`src/shared/spck_pkg.sv`:
```
// Purpose: Constants for the clock-stop serial port (SPI mode)
// Assumes: 32-bit APB, 100 MHz pclk
// Notes:   One peripheral period P equals one pclk cycle
package spck_pkg;
  localparam int PCLK_NS = 10;
  localparam int P_NS    = 10;
  localparam int P_CYC   = P_NS / PCLK_NS;

  localparam logic [7:0] OFS_CTRL   = 8'h00;
  localparam logic [7:0] OFS_DIV    = 8'h04;
  localparam logic [7:0] OFS_TXDATA = 8'h08;
  localparam logic [7:0] OFS_RXDATA = 8'h0c;
  localparam logic [7:0] OFS_STATUS = 8'h10;

  localparam int CB_EN   = 0;
  localparam int CB_MODE = 1;
  localparam int CB_CKP  = 3;
  localparam int CB_RSP  = 4;
  localparam int CB_TSP  = 5;
  localparam int CB_TCD  = 6;
  localparam int CB_TSD  = 7;
  localparam int CB_RCD  = 8;
  localparam int CB_RSD  = 9;
  localparam int CB_SRC  = 10;
  localparam int CTRL_W  = 11;

  localparam logic [10:0] CTRL_RST = 11'h000;
  localparam logic [7:0]  DIV_RST  = 8'h01;
  localparam logic [7:0]  DIV_SLV  = 8'h01;

  localparam logic [1:0] MODE_HALF = 2'h2;
  localparam logic [1:0] MODE_FULL = 2'h3;

  localparam int SB_BUSY = 0;
  localparam int SB_RXF  = 1;
  localparam int SB_OVR  = 2;
  localparam int SB_TXE  = 3;
  localparam int SB_SLOK = 4;

  localparam int SY_DI = 0;
  localparam int SY_RS = 1;
  localparam int SY_TS = 2;
  localparam int SY_CK = 3;

  typedef enum logic [2:0]
  {
    ST_IDLE  = 3'h0,
    ST_LEAD  = 3'h1,
    ST_SHIFT = 3'h2,
    ST_TAIL  = 3'h3,
    ST_SLAVE = 3'h4
  } spck_state_e;
endpackage : spck_pkg

```
`src/hw/spck_top.sv`:
```
// Purpose: Clock-stop SPI serial port, master or slave, APB registers
// Assumes: P is one pclk cycle; pins pass two flops before use
// Notes:   Transmit words pass an 8-deep FIFO written over APB
// Operation
// Slave runs only with source select set and divider equal one
// Timing unit P is one peripheral clock cycle
// Master clock period is one plus divider, times P; divider zero gives 2 P instead
// Low phase is half period if divider odd/zero, else divider/2 P
// High phase is half period if odd/zero, else divider/2 plus one P
// Master select output inverted when sync polarity bits set
// Slave inverts active-low select inputs before internal use
// Master: transmit clock and sync driven, receive ones inputs
// Slave: all four clock and sync directions are inputs
// Select asserted before first clock edge; transfer follows it
// Mode 10b polarity 1 captures input on rising clock edge
// Output data updates after falling edges in both shown modes
// Mode 11b master: first rising edge one period after select
// Mode 10b master: first falling edge one high phase after select
// Mode 11b: first bit one high phase after select as master
// Mode 11b: output released at last falling clock edge
// Mode 10b master: output released one high phase after last edge
// External master asserts select before first falling edge
// Serial clock idles while select is deasserted
//
// Added by the designer: the placing of the registers and register access over APB.
module spck_fifo
  import spck_pkg::*;
#(
  parameter int W = 8,
  parameter int D = 8
)
(
  input  wire logic         pclk,
  input  wire logic         presetn,
  input  wire logic         in_valid,
  output logic              in_ready,
  input  wire logic [W-1:0] in_data,
  output logic              out_valid,
  input  wire logic         out_ready,
  output logic      [W-1:0] out_data
);
  localparam int AW = $clog2(D);
  typedef struct packed {
    logic [D-1:0][W-1:0] mem;
    logic [AW:0]         wp;
    logic [AW:0]         rp;
  } spck_fifo_s;
  spck_fifo_s f_reg;
  spck_fifo_s f_next;
  logic       full;

  assign full = (f_reg.wp[AW] != f_reg.rp[AW])
             && (f_reg.wp[AW-1:0] == f_reg.rp[AW-1:0]);
  assign in_ready  = !full;
  assign out_valid = f_reg.wp != f_reg.rp;
  assign out_data  = f_reg.mem[f_reg.rp[AW-1:0]];

  always_comb
  begin
    f_next = f_reg;
    if (in_valid && !full)
    begin
      f_next.mem[f_reg.wp[AW-1:0]] = in_data;
      f_next.wp = f_reg.wp + 1'b1;
    end
    if (out_ready && out_valid)
      f_next.rp = f_reg.rp + 1'b1;
  end

  always_ff @(posedge pclk or negedge presetn)
  begin
    if (!presetn)
      f_reg <= '0;
    else
      f_reg <= f_next;
  end
endmodule : spck_fifo

module spck_top
  import spck_pkg::*;
#(
  parameter int W     = 8,
  parameter int DEPTH = 8
)
(
  input  wire logic        pclk,
  input  wire logic        presetn,
  input  wire logic [7:0]  paddr,
  input  wire logic        psel,
  input  wire logic        penable,
  input  wire logic        pwrite,
  input  wire logic [31:0] pwdata,
  output logic      [31:0] prdata,
  output logic             pready,
  output logic             pslverr,
  input  wire logic        serial_clock_pin_in,
  output logic             serial_clock_pin_out,
  output logic             serial_clock_pin_oe,
  input  wire logic        select_pin_tx_in,
  output logic             select_pin_tx_out,
  output logic             select_pin_tx_oe,
  input  wire logic        select_pin_rx_in,
  output logic             serial_out_pin_out,
  output logic             serial_out_pin_oe,
  input  wire logic        serial_in_pin_in
);
  localparam int EW = $clog2(2 * W + 1);
  localparam logic [EW-1:0] LAST = EW'(2 * W);

  typedef struct packed {
    spck_state_e       st;
    logic [CTRL_W-1:0] ctrl;
    logic [7:0]        div;
    logic [8:0]        cnt;
    logic [EW-1:0]     ec;
    logic [W-1:0]      sh;
    logic [W-1:0]      rx;
    logic [W-1:0]      rxd;
    logic              sclk;
    logic              sel;
    logic              oe;
    logic              rxf;
    logic              ovr;
    logic [3:0]        y1;
    logic [3:0]        y2;
    logic              ck3;
    logic [31:0]       rdata;
  } spck_top_s;

  localparam spck_top_s RST = '{st: ST_IDLE, ctrl: CTRL_RST,
                                div: DIV_RST, default: '0};

  spck_top_s     s_reg;
  spck_top_s     s_next;
  logic          pol;
  logic          m11;
  logic          mst;
  logic          slv;
  logic          act;
  logic          sel_act;
  logic          f_valid;
  logic          f_in_ready;
  logic [W-1:0]  f_data;
  logic          tx_take;
  logic          tx_wr;
  logic          acc;
  logic          hit;
  logic          lead_e;
  logic          trail_e;
  logic          done;
  logic [8:0]    ph_lo;
  logic [8:0]    ph_hi;
  logic [8:0]    ph_cnt;

  // Phase length in P; divider zero cannot split one P, so 1 each
  function automatic logic [8:0] ph_len(input logic [7:0] d,
                                        input logic       hi);
    if (d == 8'h00)
      ph_len = 9'h001;
    else if (d[0])
      ph_len = ({1'b0, d} + 9'h001) >> 1;
    else
      ph_len = {2'b00, d[7:1]} + {8'h00, hi};
  endfunction : ph_len

  assign pol   = s_reg.ctrl[CB_CKP];
  assign m11   = s_reg.ctrl[CB_MODE+:2] == MODE_FULL;
  assign act   = s_reg.ctrl[CB_EN] && s_reg.ctrl[CB_MODE+1];
  assign ph_lo = ph_len(s_reg.div, 1'b0);
  assign ph_hi = ph_len(s_reg.div, 1'b1);
  assign mst   = s_reg.ctrl[CB_TCD] && s_reg.ctrl[CB_TSD]
              && !s_reg.ctrl[CB_RCD] && !s_reg.ctrl[CB_RSD];
  assign slv   = !s_reg.ctrl[CB_TCD] && !s_reg.ctrl[CB_TSD]
              && !s_reg.ctrl[CB_RCD] && !s_reg.ctrl[CB_RSD]
              && s_reg.ctrl[CB_SRC] && s_reg.div == DIV_SLV;
  assign sel_act = (s_reg.y2[SY_TS] ^ s_reg.ctrl[CB_TSP])
                && (s_reg.y2[SY_RS] ^ s_reg.ctrl[CB_RSP]);

  assign acc     = psel && penable;
  assign hit     = paddr == OFS_CTRL || paddr == OFS_DIV
                || paddr == OFS_TXDATA || paddr == OFS_RXDATA
                || paddr == OFS_STATUS;
  assign tx_wr   = acc && pwrite && paddr == OFS_TXDATA;
  // Full FIFO holds the bus instead of dropping the word
  assign pready  = !(tx_wr && !f_in_ready);
  assign pslverr = acc && !hit;
  assign prdata  = s_reg.rdata;

  assign serial_clock_pin_out = s_reg.sclk;
  assign serial_clock_pin_oe  = s_reg.ctrl[CB_TCD];
  assign select_pin_tx_out    = s_reg.sel ^ s_reg.ctrl[CB_TSP];
  assign select_pin_tx_oe     = s_reg.ctrl[CB_TSD];
  assign serial_out_pin_out   = s_reg.sh[W-1];
  assign serial_out_pin_oe    = s_reg.oe;

  spck_fifo #(.W(W), .D(DEPTH)) u_txq
  (
    .pclk      (pclk),
    .presetn   (presetn),
    .in_valid  (tx_wr),
    .in_ready  (f_in_ready),
    .in_data   (pwdata[W-1:0]),
    .out_valid (f_valid),
    .out_ready (tx_take),
    .out_data  (f_data)
  );

  always_comb
  begin
    s_next  = s_reg;
    tx_take = 1'b0;
    lead_e  = 1'b0;
    trail_e = 1'b0;
    done    = 1'b0;
    s_next.y1  = {serial_clock_pin_in, select_pin_tx_in,
                  select_pin_rx_in, serial_in_pin_in};
    s_next.y2  = s_reg.y1;
    s_next.ck3 = s_reg.y2[SY_CK];

    if (psel && !penable)
    begin
      unique case (paddr)
        OFS_CTRL:   s_next.rdata = {21'h000000, s_reg.ctrl};
        OFS_DIV:    s_next.rdata = {24'h000000, s_reg.div};
        OFS_RXDATA: s_next.rdata = 32'(s_reg.rxd);
        OFS_STATUS: s_next.rdata = {27'h0000000, slv, !f_valid,
                                    s_reg.ovr, s_reg.rxf,
                                    s_reg.st != ST_IDLE};
        default:    s_next.rdata = 32'h00000000;
      endcase
    end
    if (acc && pready && hit)
    begin
      if (pwrite && paddr == OFS_CTRL)
        s_next.ctrl = pwdata[CTRL_W-1:0];
      if (pwrite && paddr == OFS_DIV)
        s_next.div = pwdata[7:0];
      if (pwrite && paddr == OFS_STATUS && pwdata[SB_OVR])
        s_next.ovr = 1'b0;
      if (!pwrite && paddr == OFS_RXDATA)
        s_next.rxf = 1'b0;
    end

    unique case (s_reg.st)
      ST_IDLE:
      begin
        s_next.sclk = pol;
        s_next.ec   = '0;
        if (act && mst && f_valid)
        begin
          tx_take     = 1'b1;
          s_next.sh   = f_data;
          s_next.sel  = 1'b1;
          s_next.oe   = !m11;
          s_next.cnt  = m11 ? ph_lo + ph_hi - 9'h001
                            : ph_len(s_reg.div, pol) - 9'h001;
          s_next.st   = ST_LEAD;
        end
        else if (act && slv && sel_act)
        begin
          tx_take     = f_valid;
          s_next.sh   = f_valid ? f_data : '0;
          s_next.oe   = 1'b1;
          s_next.st   = ST_SLAVE;
        end
      end
      ST_LEAD:
      begin
        if (m11 && s_reg.cnt <= ph_lo)
          s_next.oe = 1'b1;
        if (s_reg.cnt == 9'h000)
        begin
          s_next.sclk = !s_reg.sclk;
          lead_e      = 1'b1;
          s_next.cnt  = ph_len(s_reg.div, !s_reg.sclk) - 9'h001;
          s_next.st   = ST_SHIFT;
        end
        else
          s_next.cnt = s_reg.cnt - 9'h001;
      end
      ST_SHIFT:
      begin
        if (s_reg.cnt == 9'h000)
        begin
          s_next.sclk = !s_reg.sclk;
          lead_e      = s_reg.sclk == pol;
          trail_e     = s_reg.sclk != pol;
          s_next.cnt  = ph_len(s_reg.div, !s_reg.sclk) - 9'h001;
        end
        else
          s_next.cnt = s_reg.cnt - 9'h001;
      end
      ST_TAIL:
      begin
        if (s_reg.cnt == 9'h000)
        begin
          s_next.oe  = 1'b0;
          s_next.sel = 1'b0;
          s_next.st  = ST_IDLE;
        end
        else
          s_next.cnt = s_reg.cnt - 9'h001;
      end
      ST_SLAVE:
      begin
        lead_e  = s_reg.y2[SY_CK] != s_reg.ck3 && s_reg.y2[SY_CK] != pol;
        trail_e = s_reg.y2[SY_CK] != s_reg.ck3 && s_reg.y2[SY_CK] == pol;
        if (!sel_act)
        begin
          s_next.oe = 1'b0;
          s_next.st = ST_IDLE;
        end
      end
      default:
        s_next.st = ST_IDLE;
    endcase

    if (lead_e || trail_e)
    begin
      s_next.ec = s_reg.ec + 1'b1;
      if (lead_e == m11)
        s_next.rx = {s_reg.rx[W-2:0], s_reg.y2[SY_DI]};
      else if (s_reg.ec != '0 && !(m11 && s_next.ec == LAST))
        s_next.sh = {s_reg.sh[W-2:0], 1'b0};
      if (m11 && trail_e && s_next.ec == LAST)
        s_next.oe = 1'b0;
      done = s_next.ec == LAST;
    end
    if (done && s_reg.st == ST_SHIFT)
    begin
      s_next.st  = ST_TAIL;
      s_next.cnt = ph_len(s_reg.div, pol) - 9'h001;
    end
    if (done)
    begin
      // Set beats a same-cycle read clear
      s_next.ovr = s_next.ovr || (s_reg.rxf && s_next.rxf);
      s_next.rxf = 1'b1;
      s_next.rxd = s_next.rx;
    end
  end

  always_ff @(posedge pclk or negedge presetn)
  begin
    if (!presetn)
      s_reg <= RST;
    else
      s_reg <= s_next;
  end

  // Cycles since the last clock toggle or select rise
  always_ff @(posedge pclk or negedge presetn)
  begin
    if (!presetn)
      ph_cnt <= 9'h000;
    else if (s_next.sclk != s_reg.sclk || (s_next.sel && !s_reg.sel))
      ph_cnt <= 9'h000;
    else
      ph_cnt <= ph_cnt + 9'h001;
  end

  a_slave_rate_cfg: assert property (@(posedge pclk) disable iff (!presetn)
    $rose(s_reg.st == ST_SLAVE) |-> s_reg.ctrl[CB_SRC] && s_reg.div == DIV_SLV)
    else $error("slave started with wrong rate setting");
  a_phase_len: assert property (@(posedge pclk) disable iff (!presetn)
    s_reg.st == ST_SHIFT && s_next.sclk != s_reg.sclk
    |-> ph_cnt == ph_len(s_reg.div, s_reg.sclk) - 9'h001)
    else $error("serial clock phase length wrong");
  a_sel_active_low: assert property (@(posedge pclk) disable iff (!presetn)
    s_reg.st == ST_SHIFT && s_reg.ctrl[CB_TSP] |-> !select_pin_tx_out)
    else $error("select not driven low during transfer");
  a_slave_release: assert property (@(posedge pclk) disable iff (!presetn)
    s_reg.st == ST_SLAVE && !sel_act |=> !s_reg.oe)
    else $error("slave kept data out after deselect");
  a_master_dirs: assert property (@(posedge pclk) disable iff (!presetn)
    $rose(s_reg.st == ST_LEAD) |-> serial_clock_pin_oe && select_pin_tx_oe)
    else $error("master started without driving clock and select");
  a_first_edge: assert property (@(posedge pclk) disable iff (!presetn)
    s_reg.st == ST_LEAD && s_next.sclk != s_reg.sclk && m11
    |-> s_reg.sel && ph_cnt == ph_lo + ph_hi - 9'h001)
    else $error("first clock edge not one period after select");
  a_first_half: assert property (@(posedge pclk) disable iff (!presetn)
    s_reg.st == ST_LEAD && s_next.sclk != s_reg.sclk && !m11
    |-> ph_cnt == ph_len(s_reg.div, pol) - 9'h001)
    else $error("first clock edge not one phase after select");
  a_first_bit: assert property (@(posedge pclk) disable iff (!presetn)
    $rose(s_reg.oe) && $past(s_reg.st) == ST_LEAD |-> ph_cnt == ph_hi)
    else $error("first bit not one high phase after select");
  a_out_edge: assert property (@(posedge pclk) disable iff (!presetn)
    $past(s_reg.st) == ST_SHIFT && $changed(s_reg.sh)
    |-> $changed(s_reg.sclk) && ((s_reg.sclk == pol) == m11))
    else $error("data changed on wrong clock edge");
  a_release_11: assert property (@(posedge pclk) disable iff (!presetn)
    $fell(s_reg.oe) && $past(s_reg.st) == ST_SHIFT
    |-> m11 && $changed(s_reg.sclk) && s_reg.sclk == pol)
    else $error("output not released at last falling edge");
  a_release_10: assert property (@(posedge pclk) disable iff (!presetn)
    $fell(s_reg.oe) && $past(s_reg.st) == ST_TAIL && !m11
    |-> ph_cnt == ph_len(s_reg.div, pol))
    else $error("output not released one phase after last edge");
  a_clock_idle: assert property (@(posedge pclk) disable iff (!presetn)
    s_reg.st == ST_IDLE && $past(s_reg.st) == ST_IDLE
    && $stable(s_reg.ctrl) |-> s_reg.sclk == pol)
    else $error("serial clock moved while idle");
endmodule : spck_top

```
`config.mk`:
```
export PLATFORM = sky130hd
export DESIGN_NAME = spck_top
export DESIGN_NICKNAME = d
export VERILOG_FILES = /design/src/shared/spck_pkg.sv /design/src/hw/spck_top.sv
export SDC_FILE = /design/constraint.sdc
export NUM_CORES = 1
export LEC_CHECK = 0
export ABC_AREA = 0
export BUFFER_PORTS_ARGS = -buffer_cell sky130_fd_sc_hd__buf_2
export CAP_MARGIN = 20
export CELL_PAD_IN_SITES_DETAIL_PLACEMENT = 1
export CELL_PAD_IN_SITES_GLOBAL_PLACEMENT = 1
export CORE_MARGIN = 10
export CORE_UTILIZATION = 48
export DETAILED_ROUTE_END_ITERATION = 6
export PLACE_DENSITY_LB_ADDON = 0.1
export SETUP_SLACK_MARGIN = 0.15
export SYNTH_ARGS = -nofsm -noshare
export SYNTH_HDL_FRONTEND = slang
export SYNTH_SLANG_ARGS = --single-unit
```
`constraint.sdc`:
```
create_clock -name pclk -period 4.55 [get_ports pclk]
set_input_delay 0.455 -clock pclk [delete_from_list [all_inputs] [get_ports pclk]]
set_output_delay 0.455 -clock pclk [all_outputs]
set_load 0.02 [all_outputs]
```
After elaboration in Yosys (flattened, before gate mapping)
Cells that the tools add are included.
{"block": "word_totals", "output_inout_bits": 40, "input_bits": 49, "ff_bits": 178, "word_cells": 221}
{"block": "op_classes", "bitwise": 3, "n_addsub": 14, "magnitude_cmp": 4, "n_reduce_logical": 76, "muxes": 67, "n_eq_ne": 30}
{"cell": "9-bit two-way mux", "n": 14}
{"cell": "8-bit two-way mux", "n": 14}
{"cell": "64-bit bitwise mux", "n": 1}
{"cell": "9-bit by 1-bit subtractor with 9-bit output, second input constant", "n": 6}
{"cell": "11-bit one-hot mux with 4 select lines", "n": 1}
{"cell": "1-bit logical AND", "n": 40}
{"cell": "9-bit one-hot mux with 4 select lines", "n": 1}
{"cell": "8-bit binary-select mux with 3-bit select", "n": 1}
{"cell": "8-bit demux with 3-bit select", "n": 1}
{"cell": "21-bit two-way mux", "n": 1}
{"cell": "3-bit two-way mux", "n": 6}
{"cell": "1-bit two-way mux", "n": 17}
{"cell": "7-bit by 1-bit adder with 8-bit output", "n": 2}
{"cell": "8-bit by 4-bit == test with 1-bit output, second input constant", "n": 2}
{"cell": "8-bit logical NOT", "n": 2}
{"cell": "3-bit != test, second input constant", "n": 5}
{"cell": "3-bit one-hot mux with 5 select lines", "n": 1}
{"cell": "1-bit logical NOT", "n": 13}
{"cell": "13-bit two-way mux", "n": 1}
{"cell": "5-bit nonzero test", "n": 2}
{"cell": "8-bit by 1-bit adder with 9-bit output, second input constant", "n": 1}
{"cell": "9-bit adder", "n": 1}
{"cell": "9-bit <= comparator", "n": 1}
{"cell": "9-bit logical NOT", "n": 1}
{"cell": "other kinds (33)", "n": 59}

Logic depth before layout (Yosys ltp)
{"block": "logic_depth", "depth_word": 14, "ltp_mapped": 20}

Hierarchy
Synthesis repeated with hierarchy kept, for this count alone.
{"block": "unflattened", "cells_unflattened": 892, "hier_area_um2": 9803.2}
{"module": "spck_top", "seq_area_each_um2": 2128.3, "instances": 1, "cells_per_inst": 682, "area_per_inst_um2": 6306.0}
{"module": "spck_fifo", "seq_area_each_um2": 1801.7, "instances": 1, "cells_per_inst": 210, "area_per_inst_um2": 3497.1}

Worst setup path after synthesis
Ideal clock, no wire load.
{"block": "synth_timing", "kind": "register to register", "startpoint": "reg s_reg[84] (netlist name)", "endpoint": "reg s_reg[80] (netlist name)", "setup_ns": 0.125, "t_arrival_ns": 3.605, "path_buffers": 2, "path_slack_ns": 0.821, "t_required_ns": 4.425, "path_stages_with_launch": 21, "path_cell_list": "dfstp_2 > buf_2 > inv_2 > ha_1 > nor3b_1 > and2_1 > buf_2 > nor3_1 > a21oi_1 > ha_1 > inv_1 > ha_1 > inv_1 > fa_1 > nor2b_1 > o21a_1 > o21a_1 > o32ai_1 > nor3_1 > o22ai_1 > mux2_2"}
{"block": "synth_via", "elab_chain_cells": 10, "elab_cells_between_ends": 28, "classes_between": "add/sub: 7; mux: 20; reduce/logical: 1"}
{"element": "from (decl)", "line": "spck_top.sv:133", "rtl": "spck_top_s s_reg;"}
{"element": "from (signal assigned)", "line": "spck_top.sv:348", "rtl": "s_reg <= s_next;"}
{"element": "parallel branches: the longest is 9 deep, another holds 8-bit by 1-bit adder with 9-bit output"}
{"element": "9-bit two-way mux (*)", "line": "spck_top.sv:329", "rtl": "if (done && s_reg.st == ST_SHIFT)"}
Mark *: on every way between the ends. The select of a mux whose other input is x is not followed.
A chain may end at the register's enable or synchronous reset.

Worst setup path in the final report
{"block": "layout_timing", "startpoint": "reg s_reg[89] (netlist name)", "endpoint": "reg s_reg[82] (netlist name)"}
{"block": "layout_via", "elab_chain_cells": 10, "elab_cells_between_ends": 31, "classes_between": "add/sub: 10; mux: 20; reduce/logical: 1"}
{"element": "parallel branches: the longest is 9 deep, another holds 8-bit by 1-bit adder with 9-bit output"}
{"element": "9-bit two-way mux (*)", "line": "spck_top.sv:329"}
Marked as above.

==> summary.md <==
| Metric | Value |
|---|---|
| Outcome | complete, but fails checks |
| Failing checks | hold timing |
| Non-Filler Instances | 1200 |
| CTS Buf Count | 17 |
| Final setup viols | 0 |
| Pre-Repair DR Iteration Count | 4 |
| Clk root buf | clkbuf_16 |
| Synth top area cells | dfrtp_1, mux2_2, ha_1, buf_4, nand2_1 |
| Total track usage | around a fifth |
| Mean Syn Cell Area | around 11 sq um |
| Worst-path cell chain | nor4_4, and2_2, nor3_1, a21oi_1, ha_1, inv_1, ha_1, inv_1, fa_1, nor2b_1, o21a_1, o211ai_1, and3b_1, o32ai_1, a21oi_1, o31ai_1 |
| DRT iter0 DRCs | approximately 310 |
| Die Area | 26100 sq um |
| Critical Path RT | approximately 5000 ps |
| Drc violations | 0 |
| Yosys cell types | between 70 and 80 |
| Top_reg_cell synth | dfrtp_1 |
| Vias/cell | 5.90 |
| Ys async rst share | 100% |
| Row Count | between 50 and 60 |
| Clock slew at reported path FFs | about 70 ps |
| Top Ports | approximately 90 |
| Critical Path End Type | flip-flop |
| Total gr overflow | 0 |
| Top-area cell type share of the netlist area | a little over 40% |
| Hold Crit Class | in2async |
| Max Buffers Root-to-Sink | 2 |
| Vias in the first global route | 7733 |
| Die Y | roughly 160 um |
| CTS tree | built |
| DPL Wire Length | approximately 20 mm |
| Port Buffer Count | 46 |
| Cell taking the most area after synthesis | dfrtp_1 |
| Placed Cells incl. Taps | ~1200 |
| Wire per inst | approximately 22 um |
| Clock latency on the worst-skew pair | about 440 ps |
| CP bufs+invs | 2 |
| H-tree depth | 4 |
| Initial Util | approximately half |
| Critical Path Slowest Stage Cell | dfrtp_1 |
| Share of cells above drive strength 1 | approximately a quarter |
| Commonest cells after routing, fill and taps aside | dfrtp_1, mux2_2, nand2_1, nor2_1, buf_2 |
| Peak supply drop | between 200 and 250 uV |
| Routed Antenna Nets | 0 |
| CP delay by family, top | simple AND/OR/NAND/NOR gates |
| Total setup buffers inserted after CTS | 0 |
| Synthesis warning total | 0 |
| Lkg Pwr | 0.00491 uW |
| Relative slew slack | about 36% |
| Worst path max stage delay | between 500 and 600 ps |
| Nature of the critical path startpoint | flip-flop |
| Area of the core | 19600 sq um |
| Routed WL | 26.6 mm |
| Post-synthesis register bit count | approximately 160 |
| Global-route wire length before repair | roughly 43 mm |
| Detailed-route via count | about 7100 |
| Clk sink count | 157 |
| NumNets Final | slightly above 1000 |
| Initial antenna violation count | 0 |
| Flip-flop count of the largest register after layout | 72 |
| Worst path arrival time | roughly 4400 ps |
| GPL Wtd Cong | approximately 0.88 |
| Most common cell after layout, fill and taps aside | dfrtp_1 |
| Endpoints failing hold | 5 |
| Worst-margin pin slew | roughly 950 ps |
| Max-slew violations | 0 |
| Worst-path fanout max | 12 |
| Cell Pwr Density | 286 nW/um^2 |
| Pin count of the biggest net entering global routing | between 60 and 70 |
| Tcrit/Tclk final | about nine tenths |
| Fmax | approximately 0.25 GHz |
| ANT cells | 0 |
| Area Overhead vs Synth | 9.45% |
| Setup TNS Final | 0 ps |
| DIE WIDTH | around 160 um |
| Hold slack | -6.95 ps |
| Synthesized area | slightly below 10000 sq um |
| Post-synth EDFFs | 0 |
| Clk_skew | 16.5 ps |
| Mapped Cells | between 900 and 1000 |
| RSZ-0062 raised after global routing | no |
| Shortest period the worst path allows | approximately 4000 ps |
| Final design utilization | between 50% and 60% |
| Post-synthesis sequential area ratio | between 40% and 50% |
| Max-cap viol count | 0 |
| Kind of critical path | reg2reg |
==> worst paths after layout <==
path	start	endpoint	slack [ps]	cells after the start
min	presetn	s_reg[78]$_DFFE_PN0P_	-7	1
max	s_reg[89]$_DFFE_PN0P_	s_reg[82]$_DFFE_PN0P_	530	16
min in group pclk	serial_clock_pin_in	s_next[36]$_DFF_PN0_	120	1
min reg2reg	s_next[33]$_DFF_PN0_	s_reg[33]$_DFF_PN0_	350	0
max in group asynchronous	presetn	serial_out_pin_out$_DFF_PN0_	3400	2
max reg2reg	s_reg[89]$_DFFE_PN0P_	s_reg[82]$_DFFE_PN0P_	530	16
==> layer usage <==
layer | vias to the layer above | wire, um | track usage [%]
li1 | 3274 | - | -
met1 | 3656 | 11200 | 24.4
met2 | 109 | 14100 | 37.3
met3 | 43 | 786 | 4.07
met4 | 0 | 545 | 6.58
met5 | - | 0 | 0
==> cells by family (layout without fill, tap and decap cells) <==
group,count (synthesis),after routing,share of synthesized area [%]
muxes,144,144,18.6
DFF,157,157,40.9
adders and majority gates,40,40,5.28
other,1,21,0.0390
AOI/OAI and AO/OA,159,159,11.2
buffers and inverters,114,123,6.22
xor gates and xnor gates,44,44,4.16
and+or+nand+nor,247,247,13.6
==> layout make-up <==
class | instances | area, sq um
clock buffers | 17 | 425
well taps | 265 | 332
multi-input cells | 655 | 5170
flip-flops and latches | 157 | 3930
inverters | 32 | 120
fillers | 2142 | 9070
repair buffers | 59 | 334
clock inverters | 15 | 208
==> cell usage after synthesis (all sizes together) (13+ instances only) <==
| cell type | count |
|---|---|
| dfrtp | 156 |
| mux2 | 103 |
| nand2 | 69 |
| buf | 59 |
| nor2 | 52 |
| a21oi | 44 |
| ha | 39 |
| inv | 32 |
| o21ai | 32 |
| nor3 | 28 |
| mux2i | 25 |
| clkbuf | 23 |
| xnor2 | 23 |
| xor2 | 21 |
| mux4 | 16 |
| nand3 | 13 |
| or3 | 13 |
==> repair_timing <==
action / CTS / global route
endpoints found under the setup margin: 0 / 3
hold buffers: 0 / 0
resized for setup: 0 / 2
==> where the power goes <==
group	internal (uW)	leakage [uW]	switching, uW	total, uW
Sequential	1400	0.00216	3.75	1400
Combinational	21.1	0.00244	76.0	97.1
Clock	803	0.000307	700	1500
==> stage by stage <==
| stage | setup WS [ps] | total power (uW) | area [sq um] |
|---|---|---|---|
| floorplan | 821 | 1490 | 9690 |
| global placement | 477 | 1520 | 9880 |
| detailed placement | 278 | 1530 | 9880 |
| CTS | 272 | 3030 | 10500 |
| global route | 216 | 3110 | 10500 |
| finish | 534 | 3000 | 10500 |
(Power assumes the default switching activity.)
